## config.mk

```make
export PLATFORM = sky130hd
export DESIGN_NAME = emp_power_path
export DESIGN_NICKNAME = d
export VERILOG_FILES = /design/src/emp_pkg.sv /design/src/emp_energy_int.sv /design/src/emp_pulse_out.sv /design/src/emp_power_path.sv
export SDC_FILE = /design/constraint.sdc
export NUM_CORES = 2
export LEC_CHECK = 0
export ABC_CLOCK_PERIOD_IN_PS = 12900
export BUFFER_PORTS_ARGS = -buffer_cell sky130_fd_sc_hd__buf_2
export CAP_MARGIN = 20
export CORE_ASPECT_RATIO = 1.5
export CORE_MARGIN = 10
export CORE_UTILIZATION = 30
export DETAILED_ROUTE_END_ITERATION = 12
export MAX_ROUTING_LAYER = met4
export PLACE_DENSITY = 0.53
export SETUP_SLACK_MARGIN = 0.5
export SLEW_MARGIN = 20
export SYNTH_ARGS = -nofsm -noshare
export SYNTH_HDL_FRONTEND = slang
export SYNTH_SLANG_ARGS = --single-unit
```

## constraint.sdc

```tcl
create_clock -name sys_clk_i -period 12.9 [get_ports sys_clk_i]
set_input_delay 0.645 -clock sys_clk_i [delete_from_list [all_inputs] [get_ports sys_clk_i]]
set_output_delay 0.645 -clock sys_clk_i [all_outputs]
set_load 0.05 [all_outputs]
```

## src/emp_pkg.sv

```systemverilog
// Constants and carrier types for the energy metering power path
package emp_pkg;
    // Clock and sample timing
    localparam int CLK_HZ     = 125_000_000;
    localparam int SAMPLE_HZ  = 7800;
    localparam int SAMPLE_CYC = CLK_HZ / SAMPLE_HZ;
    // Pulse output timing
    localparam int FULL_MS    = 180;
    localparam int HIGH_MS    = 90;
    localparam int CYC_FULL_MS = CLK_HZ / 1000 * FULL_MS;
    localparam int CYC_HIGH_MS = CLK_HZ / 1000 * HIGH_MS;
    // Energy per pulse: 1638.4 * 256 power-seconds, summed at SAMPLE_HZ
    localparam longint PULSE_NUM_X10 = 64'h4000;
    localparam longint ENERGY_QUANTUM = PULSE_NUM_X10 * 256 * SAMPLE_HZ / 10;
    // Data widths
    localparam int WAVE_W = 20;
    localparam int DATA_W = 24;
    localparam int ADDR_W = 8;
    // Power scaling
    localparam int PROD_SHIFT = 16;
    localparam int LPF_SHIFT  = 3;
    localparam int STEP_FRAC  = 10;
    localparam logic signed [15:0] STEP_Q10 = 16'sh61A8;
    // Register offsets
    localparam logic [ADDR_W-1:0] ADDR_CUR_WAVE  = 8'h01;
    localparam logic [ADDR_W-1:0] ADDR_VOLT_WAVE = 8'h03;
    localparam logic [ADDR_W-1:0] ADDR_POWER     = 8'h08;
    localparam logic [ADDR_W-1:0] ADDR_PULSE_CNT = 8'h0A;
    localparam logic [ADDR_W-1:0] ADDR_OFS       = 8'h15;
    localparam logic [ADDR_W-1:0] ADDR_THR       = 8'h17;
    // Reset values
    localparam logic [7:0] RST_OFS = 8'h00;
    localparam logic [7:0] RST_THR = 8'h0B;

    typedef struct packed {
        logic              rd;
        logic              wr;
        logic [ADDR_W-1:0] addr;
        logic [DATA_W-1:0] wdata;
    } emp_reg_req_t;

    typedef struct packed {
        logic [15:0]              sample_cnt;
        logic                     tick;
        logic signed [WAVE_W-1:0] cur_wave;
        logic signed [WAVE_W-1:0] volt_wave;
        logic signed [DATA_W-1:0] avg;
        logic signed [DATA_W-1:0] power;
        logic                     noload;
        logic [DATA_W-1:0]        pulse_cnt;
        logic [7:0]               ofs;
        logic [7:0]               thr;
        logic [DATA_W-1:0]        rdata;
        logic [DATA_W-1:0]        rms;
    } emp_state_t;

    localparam emp_state_t STATE_RST = '{
        sample_cnt: 16'h0000, tick: 1'b0, cur_wave: 20'sh00000,
        volt_wave: 20'sh00000, avg: 24'sh000000, power: 24'sh000000,
        noload: 1'b0, pulse_cnt: 24'h000000, ofs: RST_OFS, thr: RST_THR,
        rdata: 24'h000000, rms: 24'h000000};

    typedef struct packed {
        logic signed [47:0] acc;
        logic               pos;
        logic               neg;
    } emp_int_state_t;

    typedef struct packed {
        logic [31:0] since;
        logic [31:0] high_left;
        logic        out;
    } emp_pout_state_t;
endpackage

```

## src/emp_energy_int.sv

```systemverilog
// Energy integrator: sums power per sample, emits signed quantum pulses
`timescale 1ns/10ps
`default_nettype none
module emp_energy_int
    import emp_pkg::*;
#(
    parameter longint QUANTUM = ENERGY_QUANTUM
)(
    // Clock and reset
    input  wire logic                     sys_clk_i,
    input  wire logic                     reset_i,
    // Power samples
    input  wire logic                     step_i,
    input  wire logic signed [DATA_W-1:0] power_i,
    // Energy pulses
    output logic                          pos_o,
    output logic                          neg_o
);
    localparam logic signed [47:0] Q = 48'(QUANTUM);

    if (QUANTUM < 64'h100_0000 || QUANTUM > 64'h3FFF_FFFF_FFFF) begin : g_chk
        $error("QUANTUM must exceed one full-scale sample and fit the sum");
    end

    emp_int_state_t     s_reg;
    emp_int_state_t     s_next;
    logic signed [47:0] sum;

    assign sum = s_reg.acc + 48'(power_i);

    always_comb begin
        s_next     = s_reg;
        s_next.pos = 1'b0;
        s_next.neg = 1'b0;
        if (step_i) begin
            // One quantum per sample at most, since Q dwarfs any sample
            if (sum >= Q) begin
                s_next.acc = sum - Q;
                s_next.pos = 1'b1;
            end else if (sum <= -Q) begin
                s_next.acc = sum + Q;
                s_next.neg = 1'b1;
            end else begin
                s_next.acc = sum;
            end
        end
    end

    always_ff @(posedge sys_clk_i) begin
        if (reset_i) begin
            s_reg <= '{acc: 48'sh0, pos: 1'b0, neg: 1'b0};
        end else begin
            s_reg <= s_next;
        end
    end

    assign pos_o = s_reg.pos;
    assign neg_o = s_reg.neg;
endmodule
`default_nettype wire

```

## src/emp_pulse_out.sv

```systemverilog
// Pulse shaper for the energy pulse output pin
`timescale 1ns/10ps
`default_nettype none
module emp_pulse_out
    import emp_pkg::*;
#(
    parameter int CYC_FULL = CYC_FULL_MS,
    parameter int CYC_HIGH = CYC_HIGH_MS
)(
    // Clock and reset
    input  wire logic sys_clk_i,
    input  wire logic reset_i,
    // Pulse request and pin level
    input  wire logic event_i,
    output logic      pulse_o
);
    if (CYC_HIGH < 1 || CYC_FULL <= CYC_HIGH) begin : g_chk
        $error("CYC_FULL must exceed CYC_HIGH, both positive");
    end

    emp_pout_state_t s_reg;
    emp_pout_state_t s_next;

    always_comb begin
        s_next = s_reg;
        if (s_reg.since < 32'(CYC_FULL)) begin
            s_next.since = s_reg.since + 32'h1;
        end
        if (s_reg.high_left != 32'h0) begin
            s_next.high_left = s_reg.high_left - 32'h1;
        end
        if (event_i) begin
            s_next.since = 32'h1;
            // Short period: half of it, never past the fixed width
            if (s_reg.since >= 32'(CYC_FULL) || (s_reg.since >> 1) > 32'(CYC_HIGH)) begin
                s_next.high_left = 32'(CYC_HIGH);
            end else begin
                s_next.high_left = (s_reg.since > 32'h1) ? s_reg.since >> 1 : 32'h1;
            end
        end
        s_next.out = (s_next.high_left != 32'h0);
    end

    always_ff @(posedge sys_clk_i) begin
        if (reset_i) begin
            s_reg <= '{since: 32'(CYC_FULL), high_left: 32'h0, out: 1'b0};
        end else begin
            s_reg <= s_next;
        end
    end

    assign pulse_o = s_reg.out;

    a_pulse_rise: assert property (@(posedge sys_clk_i) disable iff (reset_i)
        event_i |=> pulse_o) else $error("Pulse did not start");
    a_fixed_high: assert property (@(posedge sys_clk_i) disable iff (reset_i)
        event_i && s_reg.since >= 32'(CYC_FULL) |=> s_reg.high_left == 32'(CYC_HIGH))
        else $error("Long period pulse width wrong");
endmodule
`default_nettype wire

```

## src/emp_power_path.sv

```systemverilog
// Power and energy path: waveforms, active power, no-load gate, pulses
`timescale 1ns/10ps
`default_nettype none
module emp_power_path
    import emp_pkg::*;
#(
    parameter int     SAMPLE_DIV = SAMPLE_CYC,
    parameter int     CYC_FULL   = CYC_FULL_MS,
    parameter int     CYC_HIGH   = CYC_HIGH_MS,
    parameter longint QUANTUM    = ENERGY_QUANTUM
)(
    // Clock and reset
    input  wire logic                     sys_clk_i,
    input  wire logic                     reset_i,
    // Converter results on this clock
    input  wire logic signed [WAVE_W-1:0] cur_adc_i,
    input  wire logic signed [WAVE_W-1:0] volt_adc_i,
    input  wire logic [DATA_W-1:0]        cur_rms_i,
    // Register port from the serial front end
    input  wire emp_reg_req_t             reg_req_i,
    output logic [DATA_W-1:0]             reg_rdata_o,
    // Results
    output logic [DATA_W-1:0]             cur_rms_o,
    output logic                          noload_o,
    output logic                          energy_pulse_output_o
);
    if (SAMPLE_DIV < 16 || SAMPLE_DIV > 65536) begin : g_chk_div
        $error("SAMPLE_DIV must lie in 16..65536");
    end
    if (PROD_SHIFT + DATA_W > 2 * WAVE_W) begin : g_chk_shift
        $error("PROD_SHIFT too large for the product width");
    end

    emp_state_t s_reg;
    emp_state_t s_next;

    logic signed [2*WAVE_W-1:0] prod;
    logic signed [DATA_W-1:0]   inst;
    logic signed [DATA_W:0]     diff;
    logic signed [DATA_W-1:0]   ofs_prod;
    logic [DATA_W-1:0]          thr_prod;
    logic [DATA_W-1:0]          thr_term;
    logic signed [DATA_W:0]     corr;
    logic [DATA_W:0]            mag;
    logic signed [DATA_W-1:0]   sat;
    logic                       below;
    logic                       pos_pulse;
    logic                       neg_pulse;

    // Instantaneous power; the analog gain sets the 4046/Vref^2 scale
    assign prod = s_reg.cur_wave * s_reg.volt_wave;
    assign inst = prod[PROD_SHIFT+DATA_W-1:PROD_SHIFT];
    assign diff = (DATA_W+1)'(inst) - (DATA_W+1)'(s_reg.avg);

    // Offset: each unit moves the result by 8*3.05 counts (Q10 factor)
    assign ofs_prod = $signed(s_reg.ofs) * STEP_Q10;
    assign corr     = (DATA_W+1)'(s_reg.avg)
                    + (DATA_W+1)'(ofs_prod >>> STEP_FRAC);

    // Threshold in power counts, exact in Q10
    assign thr_prod = DATA_W'(s_reg.thr) * DATA_W'(STEP_Q10);
    assign thr_term = thr_prod >> STEP_FRAC;

    assign mag   = corr[DATA_W] ? (DATA_W+1)'(0) - corr : corr;
    assign below = mag < {1'b0, thr_term};

    // Clamp rather than wrap so a large offset never flips the sign
    always_comb begin
        if (corr[DATA_W] != corr[DATA_W-1]) begin
            sat = corr[DATA_W] ? 24'sh800000 : 24'sh7FFFFF;
        end else begin
            sat = corr[DATA_W-1:0];
        end
    end

    always_comb begin
        s_next      = s_reg;
        s_next.tick = 1'b0;

        // Sample rate divider
        if (s_reg.sample_cnt == 16'(SAMPLE_DIV - 1)) begin
            s_next.sample_cnt = 16'h0000;
            s_next.tick       = 1'b1;
        end else begin
            s_next.sample_cnt = s_reg.sample_cnt + 16'h0001;
        end

        // Latch a fresh sample pair, smooth the power product
        if (s_reg.tick) begin
            s_next.cur_wave  = cur_adc_i;
            s_next.volt_wave = volt_adc_i;
            s_next.avg       = s_reg.avg + DATA_W'(diff >>> LPF_SHIFT);
        end

        // Published power: corrected, then gated at no load
        s_next.noload = below;
        s_next.power  = below ? 24'sh000000 : sat;
        s_next.rms    = below ? 24'h000000 : cur_rms_i;

        // Signed running pulse count
        if (pos_pulse) begin
            s_next.pulse_cnt = s_reg.pulse_cnt + 24'h000001;
        end else if (neg_pulse) begin
            s_next.pulse_cnt = s_reg.pulse_cnt - 24'h000001;
        end

        // Register writes; result registers ignore writes
        if (reg_req_i.wr) begin
            unique case (reg_req_i.addr)
                ADDR_OFS: s_next.ofs = reg_req_i.wdata[7:0];
                ADDR_THR: s_next.thr = reg_req_i.wdata[7:0];
                default:  s_next.ofs = s_reg.ofs;
            endcase
        end

        // Register reads, answered on the next edge
        if (reg_req_i.rd) begin
            unique case (reg_req_i.addr)
                ADDR_CUR_WAVE: begin
                    s_next.rdata = {4'h0, s_reg.cur_wave};
                end
                ADDR_VOLT_WAVE: begin
                    s_next.rdata = {4'h0, s_reg.volt_wave};
                end
                ADDR_POWER:     s_next.rdata = s_reg.power;
                ADDR_PULSE_CNT: s_next.rdata = s_reg.pulse_cnt;
                ADDR_OFS:       s_next.rdata = {16'h0000, s_reg.ofs};
                ADDR_THR:       s_next.rdata = {16'h0000, s_reg.thr};
                default:        s_next.rdata = 24'h000000;
            endcase
        end
    end

    always_ff @(posedge sys_clk_i) begin
        if (reset_i) begin
            s_reg <= STATE_RST;
        end else begin
            s_reg <= s_next;
        end
    end

    // Energy integration, one step per sample
    emp_energy_int #(
        .QUANTUM (QUANTUM)
    ) u_int (
        .sys_clk_i (sys_clk_i),
        .reset_i   (reset_i),
        .step_i    (s_reg.tick),
        .power_i   (s_reg.power),
        .pos_o     (pos_pulse),
        .neg_o     (neg_pulse)
    );

    // Pin pulse for either sign of energy
    emp_pulse_out #(
        .CYC_FULL (CYC_FULL),
        .CYC_HIGH (CYC_HIGH)
    ) u_pout (
        .sys_clk_i (sys_clk_i),
        .reset_i   (reset_i),
        .event_i   (pos_pulse | neg_pulse),
        .pulse_o   (energy_pulse_output_o)
    );

    assign reg_rdata_o = s_reg.rdata;
    assign cur_rms_o   = s_reg.rms;
    assign noload_o    = s_reg.noload;

    // Sample timing and waveform registers
    a_wave_refresh: assert property (@(posedge sys_clk_i) disable iff (reset_i)
        s_reg.tick |=> s_reg.cur_wave == $past(cur_adc_i)
                    && s_reg.volt_wave == $past(volt_adc_i))
        else $error("Waveform sample not latched on tick");

    a_tick_spacing: assert property (@(posedge sys_clk_i) disable iff (reset_i)
        s_reg.tick |=> !s_reg.tick [*8])
        else $error("Sample ticks too close");

    a_tick_phase: assert property (@(posedge sys_clk_i) disable iff (reset_i)
        s_reg.tick |-> s_reg.sample_cnt == 16'h0000)
        else $error("Sample tick off its divider phase");

    a_wave_hold: assert property (@(posedge sys_clk_i) disable iff (reset_i)
        !s_reg.tick |=> $stable(s_reg.cur_wave) && $stable(s_reg.volt_wave))
        else $error("Waveform changed between ticks");

    a_wave_upper: assert property (@(posedge sys_clk_i) disable iff (reset_i)
        reg_req_i.rd && (reg_req_i.addr == ADDR_CUR_WAVE
                      || reg_req_i.addr == ADDR_VOLT_WAVE)
        |=> s_reg.rdata[23:20] == 4'h0)
        else $error("Waveform upper bits not zero");

    // Offset and threshold scaling
    a_offset_neutral: assert property (@(posedge sys_clk_i) disable iff (reset_i)
        s_reg.ofs == 8'h00 |-> corr == (DATA_W+1)'(s_reg.avg))
        else $error("Zero offset moved the power");

    a_offset_sign: assert property (@(posedge sys_clk_i) disable iff (reset_i)
        s_reg.ofs[7] |-> corr < (DATA_W+1)'(s_reg.avg))
        else $error("Negative offset did not lower the power");

    a_offset_gain: assert property (@(posedge sys_clk_i) disable iff (reset_i)
        !s_reg.ofs[7] |-> corr - (DATA_W+1)'(s_reg.avg) >= (DATA_W+1)'(s_reg.ofs) * 25'h18
                       && corr - (DATA_W+1)'(s_reg.avg) <= (DATA_W+1)'(s_reg.ofs) * 25'h19)
        else $error("Offset step outside 24 to 25 counts");

    a_thr_scale: assert property (@(posedge sys_clk_i) disable iff (reset_i)
        thr_term >= DATA_W'(s_reg.thr) * 24'h000018
        && thr_term <= DATA_W'(s_reg.thr) * 24'h000019)
        else $error("Threshold step outside 24 to 25 counts");

    // No-load gate and published power
    a_noload_zero: assert property (@(posedge sys_clk_i) disable iff (reset_i)
        noload_o |-> s_reg.power == 24'sh000000)
        else $error("Power not zero at no load");

    a_gate_zero: assert property (@(posedge sys_clk_i) disable iff (reset_i)
        below |=> s_reg.power == 24'sh000000)
        else $error("Power below threshold not forced");

    a_rms_forced: assert property (@(posedge sys_clk_i) disable iff (reset_i)
        below |=> cur_rms_o == 24'h000000 && noload_o)
        else $error("Current RMS not forced at no load");

    a_load_clear: assert property (@(posedge sys_clk_i) disable iff (reset_i)
        !below |=> !noload_o && cur_rms_o == $past(cur_rms_i))
        else $error("Current RMS not passed under load");

    a_sat_high: assert property (@(posedge sys_clk_i) disable iff (reset_i)
        !below && !corr[DATA_W] && corr[DATA_W-1] |=> s_reg.power == 24'sh7FFFFF)
        else $error("Positive overflow not clamped");

    a_sat_low: assert property (@(posedge sys_clk_i) disable iff (reset_i)
        corr[DATA_W] && !corr[DATA_W-1] |=> s_reg.power == 24'sh800000)
        else $error("Negative overflow not clamped");

    a_neg_power: assert property (@(posedge sys_clk_i) disable iff (reset_i)
        !below && corr[DATA_W] && corr[DATA_W-1]
        |=> s_reg.power == $past(corr[DATA_W-1:0]))
        else $error("Negative power not published");

    a_power_gate: assert property (@(posedge sys_clk_i) disable iff (reset_i)
        !below && !corr[DATA_W] && corr[DATA_W-1] == 1'b0
        |=> s_reg.power == $past(corr[DATA_W-1:0]))
        else $error("Power register not the corrected value");

    // Register port
    a_reset_values: assert property (@(posedge sys_clk_i) disable iff (reset_i)
        $past(reset_i) |-> s_reg.ofs == RST_OFS && s_reg.thr == RST_THR
                        && s_reg.power == 24'sh000000)
        else $error("Wrong register reset values");

    a_ofs_write: assert property (@(posedge sys_clk_i) disable iff (reset_i)
        reg_req_i.wr && reg_req_i.addr == ADDR_OFS
        |=> s_reg.ofs == $past(reg_req_i.wdata[7:0]))
        else $error("Offset write lost");

    a_thr_write: assert property (@(posedge sys_clk_i) disable iff (reset_i)
        reg_req_i.wr && reg_req_i.addr == ADDR_THR
        |=> s_reg.thr == $past(reg_req_i.wdata[7:0]))
        else $error("Threshold write lost");

    a_ro_write: assert property (@(posedge sys_clk_i) disable iff (reset_i)
        reg_req_i.wr && reg_req_i.addr != ADDR_OFS && reg_req_i.addr != ADDR_THR
        |=> $stable(s_reg.ofs) && $stable(s_reg.thr))
        else $error("Write to a result register took effect");

    a_read_power: assert property (@(posedge sys_clk_i) disable iff (reset_i)
        reg_req_i.rd && reg_req_i.addr == ADDR_POWER |=> reg_rdata_o == $past(s_reg.power))
        else $error("Power read returned wrong value");

    a_read_count: assert property (@(posedge sys_clk_i) disable iff (reset_i)
        reg_req_i.rd && reg_req_i.addr == ADDR_PULSE_CNT
        |=> reg_rdata_o == $past(s_reg.pulse_cnt))
        else $error("Pulse count read returned wrong value");

    // Energy pulses and their count
    a_count_up: assert property (@(posedge sys_clk_i) disable iff (reset_i)
        pos_pulse |=> s_reg.pulse_cnt == $past(s_reg.pulse_cnt) + 24'h000001)
        else $error("Pulse count did not increment");

    a_count_down: assert property (@(posedge sys_clk_i) disable iff (reset_i)
        neg_pulse |=> s_reg.pulse_cnt == $past(s_reg.pulse_cnt) - 24'h000001)
        else $error("Pulse count did not decrement");

    a_count_hold: assert property (@(posedge sys_clk_i) disable iff (reset_i)
        !pos_pulse && !neg_pulse |=> $stable(s_reg.pulse_cnt))
        else $error("Pulse count moved without a pulse");

    a_pulse_tick: assert property (@(posedge sys_clk_i) disable iff (reset_i)
        pos_pulse || neg_pulse |-> $past(s_reg.tick))
        else $error("Energy pulse without a sample step");

    c_sample_tick: cover property (@(posedge sys_clk_i) disable iff (reset_i)
        s_reg.tick);
    c_pos_pulse: cover property (@(posedge sys_clk_i) disable iff (reset_i)
        pos_pulse);
    c_neg_pulse: cover property (@(posedge sys_clk_i) disable iff (reset_i)
        neg_pulse);
    c_noload_leave: cover property (@(posedge sys_clk_i) disable iff (reset_i)
        $fell(noload_o));
endmodule
`default_nettype wire

```

* Word level (Yosys, flattened, before mapping)
Index checks and enable logic that the tools add are counted.
Widths: inputs -> output; s select.
** Word-level totals
- Logic and storage cells :: 79
- Input port bits :: 100
- Register bits after elaboration :: 309
- Output and inout port bits :: 50
** Operators by class
- Order comparisons :: 7
- Reductions and logical operators :: 12
- Multiplexer cells :: 16
- Multipliers :: 3
- Bitwise logic cells :: 2
- Add/subtract/negate cells :: 12
- Equal/unequal tests :: 8
** Operators by type and width (number)
- $pmux 24 s6 :: 1
- $mux 24 :: 4
- $mux 48 :: 2
- $mux 32 :: 2
- $reduce_bool 32->1 :: 2
- $mux 57 :: 1
- $mux 25 :: 2
- $add 48x24->48 :: 1
- $add 48x33->48 const B :: 1
- $ge 48x33->1 const B :: 1
- $le 48x33->1 const B :: 1
- $sub 48x33->48 const B :: 1
- $mul 20x20->40 :: 1
- $add 32x1->32 const B :: 1
- $ge 32x25->1 const B :: 1
- $gt 32x1->1 const B :: 1
- $lt 32x25->1 const B :: 1
- $sub 32x1->32 const B :: 1
- $gt 31x24->1 const B :: 1
- $mux 31 :: 1
- $add 24x14->25 :: 1
- $lt 25x13->1 :: 1
- $sub 1x25->25 const A :: 1
- $sub 24x24->25 :: 1
- other kinds (20) :: 29

* Longest topological paths before layout
- Depth in word-level cells :: 6
- Gate-level depth with buffers :: 51
- Depth with buffers taken out :: 50

* Modules after synthesis
From an unflattened synthesis, not the netlist that was laid out.
** Unflattened totals
- Cell total of the unflattened synthesis :: 4694
- Area total of the unflattened synthesis :: 39800.7 µm²
** Modules (own cells, without submodules)
- emp_power_path :: seq. area each 3883.7 µm², times used 1, area an instance 29848.6 µm², cells each 3363
- emp_energy_int :: seq. area each 1001.0 µm², times used 1, area an instance 6498.7 µm², cells each 905
- emp_pulse_out :: seq. area each 1301.2 µm², times used 1, area an instance 3453.3 µm², cells each 426

* Worst setup path after synthesis
OpenSTA, ideal clock, no wires.
- Kind :: reg2reg
- Start point :: reg s_reg[166] (netlist bit)
- End point :: reg s_reg[135] (netlist bit)
- Path buffers :: 1
- Required time :: 12.794 ns
- Stages on the path, launching flop included :: 48
- Data arrival time :: 10.327 ns
- Path slack :: 2.467 ns
- Setup time :: 0.106 ns
- Period minus slack after synthesis :: 10.433 ns
- Path through :: dfxtp_1 clkbuf_1 and2_1 fa_1 fa_1 inv_1 fa_1 inv_1 fa_1 inv_1 fa_1 inv_1 fa_1 inv_1 fa_1 inv_1 ha_1 nand3_1 (+12 left out) a21oi_1 a21oi_1 o2111ai_1 a31oi_1 nor2b_1 o21a_1 o21a_1 nor2_1 xnor2_1 ha_1 nor2_1 nor2_1 a31o_2 a21o_1 a2111oi_0 nor3_1 or3_1 o311ai_0
** Between the ends
- Cells in the longest elaborated chain, start to end :: 3
** Ends and longest elaborated chain
- start, declared :: line emp_power_path.sv:34 : emp_state_t s_reg;
- start signal, assigned :: line emp_power_path.sv:138 : s_reg <= s_next;
- $mul 20x20->40 :: line emp_power_path.sv:51 : assign prod = s_reg.cur_wave * s_reg.volt_wave;
- $sub 24x24->25 :: line emp_power_path.sv:53 : assign diff = (DATA_W+1)'(inst) - (DATA_W+1)'(s_reg.avg);
- $add 24x22->24 :: line emp_power_path.sv:92 : s_next.avg = s_reg.avg + DATA_W'(diff >>> LPF_SHIFT);
Every way passes these cells.
A chain may end at the register's enable or synchronous reset.

* Worst setup path in the final report
- Start point :: reg s_reg[145] (netlist bit)
- End point :: reg s_reg[135] (netlist bit)
Same word-level chain as after synthesis.

==> results.yml <==
clock_tree:
  cts_root_buffer: "clkbuf_16"
  cts-buffers-inserted: 42
  cts_tree: "built"
  clock_latency_ns: 0.64
  cts.clk_slew.worst_paths_ns: 0.06
  cts_sinks: 309
  cts_hold_buf: 0
  clock_path_buffers: 3
  cts-resized-gates: 0
  postCtsSetupBuffers: 0
  htreeDepth: 2
final_layout:
  num-nets-final: 5563
  area_delta_synth_final_pct: 9.51
  stdcell_count: 6427
  drive_gt1_frac: 0.0741
  largest_register_ffs: 145
grt:
  antenna_found_initial: 14
  grt_overflow: 0
  grt_pass1_wl_mm: 186
  grt_max_degree: 81
  grt_usage: 0.163
  grt_pass1_vias: 33500
timing:
  final.setup.tns_ns: 0
  setup_viol: 0
  max-slew-margin-rel: 0.245
  max_freq_mhz: 86.0
  worst_slack_ns: 1.28
  tightest_slew_ns: 1.13
  holdWs_ns: 0.235
  min_period_ns: 11.62
  min_period_over_period: 0.901
  rsz0062_at_grt: "no"
  slew_viol_final: 0
  finClkSkew_ns: 0.0469
  hold_viol: 0
power:
  power.total_mw: 2.76
  power.leakage_nw: 20.8
  p_per_area_mw_per_mm2: 63.9
  peakVddDrop_v: 0.0000894
hold_path:
  hold_class: "input port to register"
  hp-start: "cur_rms_i[13]"
  min_path_cells: 2
  hold_end: "cur_rms_o[13]$_SDFF_PP0_"
floorplan:
  die_x_um: 316
  fp.dieH_um: 464
  rows: 163
  pin_count: 150
  initial_core_util: 0.301
  core_mm2: 0.131
  die_area_mm2: 0.147
logic_synthesis:
  async_reset_ff_frac: 0
  ys.flop_type: "dfxtp_1"
  synth_cells: 4648
  ys_types: 111
  synth.cell_area_mm2: 0.0395
  synth_edf_count: 0
  syn-num-nets: 5561
  seq_area_frac_synth: 0.157
  ys_seq_elements: 309
  yosysWarnings: 0
  syn_area_per_cell_um2: 8.50
setup_path:
  crit-reg2reg-launch: "s_reg[145]$_SDFFE_PP0P_"
  rrSetupSlack_ns: 1.28
  crit_fanout: 22
  crit_path_end_kind: "register"
  cp.arrival_ns: 12.16
  cp_slowest_cell: "dfxtp_1"
  slowest_delay_ns: 0.91
  cp_common_cell: "fa_1"
  reg2reg_to: "s_reg[135]$_SDFFE_PP0P_"
  setup.worst_path.class: "register to register"
  cp_data_required_time_ns: 13.44
  reg2regPathDepth: 45
  cp-start-kind: "register"
flow_run:
  maxCapViolCount: 0
placed_design:
  gp_congestion: 0.877
  dp_slack_ns: 1.20
  hpwl_mm: 94.6
  port_buffers: 133
  placed_cells: 6338
drt:
  antenna_left: 0
  routed-via-count: 32000
  avgRoutedWirePerCell_um: 18.1
  drt-initial-drc-count: 1564
  drc: 0
  drt-total-wl_mm: 116
  drtPass1Iterations: 5
  vias_per_cell: 4.97
outcome:
  outcome: "completed"
[synth_stat cells (all sizes together) (35+ instances only)]
cell type  count  area share
and3          46      0.0073
a21o          83       0.016
a21oi        214       0.027
and2         278       0.044
nor2         396       0.038
o21a          38      0.0072
buf           70       0.012
a22oi         35      0.0067
fa           449        0.23
nor3          79       0.010
nand3         89       0.011
nand2        364       0.035
nor2b         38      0.0060
ha           364        0.12
clkbuf       179       0.017
nand2b        43      0.0068
nand4         40      0.0063
xor2          94       0.021
xnor2        149       0.033
dfxtp        309        0.16
o21ai        114       0.015
mux2i        114       0.029
inv          636       0.060
[worst max-delay path, delay by kind of cell, from the launching register on]
kind | cells | cell delay, ns
fa+ha+maj | 10 | 4.17
flops | 1 | 0.91
xor+xnor | 1 | 0.15
compound gates | 18 | 3.87
simple gates | 10 | 1.97
buf+inv | 6 | 0.44
[report_power, final]
group          switching (mW)  internal, mW
combinational           0.274         0.187
sequential             0.0415          1.00
clock                   0.527         0.735
total                   0.842          1.92
[routing by layer]
metal,wire length (µm),track usage,up-vias
met5,0,-,-
met3,5310,0.0252,223
met2,61600,0.296,624
met4,4530,0.0626,0
li1,-,-,15400
met1,45100,0.175,15700
[layout make-up]
| class | instances | area [µm²] |
|---|---|---|
| Tap cell | 1732 | 2170 |
| Sequential cell | 309 | 6190 |
| Antenna cell | 13 | 32.5 |
| Clock buffer | 52 | 1140 |
| Fill cell | 13800 | 87900 |
| Multi-Input combinational cell | 3453 | 29800 |
| Clock inverter | 24 | 304 |
| Timing Repair Buffer | 207 | 1230 |
| Inverter | 637 | 2390 |
[cell families (layout without fill, tap and decap cells)]
kind of cell	count (synthesis)	in the layout	synth area share
fa+ha+maj	813	813	0.343
compound gates	775	775	0.138
mux	115	115	0.0293
xor+xnor	243	243	0.0541
buf+inv	886	920	0.0893
simple gates	1507	1507	0.190
other cells	0	13	0
flops	309	309	0.157
[cell usage in the layout (no fill, tap or decap), types with 15 or more instances in the layout]
cell / Yosys / final
o21bai_1: 22 / 22
a311oi_1: 16 / 15
nor3_1: 77 / 77
nand2b_1: 43 / 43
o21ai_0: 102 / 102
or3_1: 34 / 34
nor4_1: 30 / 30
a22oi_1: 35 / 35
o21a_1: 38 / 38
a21o_1: 82 / 82
inv_1: 636 / 636
buf_4: 49 / 74
clkbuf_16: 0 / 42
a31oi_1: 22 / 22
a211oi_1: 30 / 30
ha_1: 364 / 364
mux2i_1: 114 / 114
dfxtp_1: 309 / 308
nor2b_1: 38 / 38
nand2_1: 364 / 364
xnor2_1: 148 / 148
nor2_1: 395 / 394
buf_2: 6 / 132
and3_1: 46 / 46
o211ai_1: 20 / 20
and2_1: 275 / 275
xor2_1: 94 / 94
fa_1: 449 / 449
o31ai_1: 15 / 15
a21oi_1: 212 / 212
nand4_1: 40 / 40
nand3_1: 89 / 89
[metrics by stage]
step	cell area [µm²]	utilization
2_1_floorplan	39500	-
3_3_place_gp	41800	0.318
3_5_place_dp	41800	0.318
4_1_cts	43200	0.329
5_1_grt	43200	0.330
6_report	43200	0.330
[worst max path at each step]
stage,start,endpoint,slack (ns),cells past startpoint
floorplan,s_reg[166]$_SDFFE_PP0P_,s_reg[135]$_SDFFE_PP0P_,2.47,47
global placement,s_reg[145]$_SDFFE_PP0P_,s_reg[135]$_SDFFE_PP0P_,1.10,45
detailed placement,s_reg[145]$_SDFFE_PP0P_,s_reg[135]$_SDFFE_PP0P_,1.20,45
CTS,s_reg[145]$_SDFFE_PP0P_,s_reg[135]$_SDFFE_PP0P_,1.13,45
global route,s_reg[145]$_SDFFE_PP0P_,s_reg[135]$_SDFFE_PP0P_,0.51,45
finish,s_reg[145]$_SDFFE_PP0P_,s_reg[135]$_SDFFE_PP0P_,1.28,45
Power figures use the tool's default switching activity.
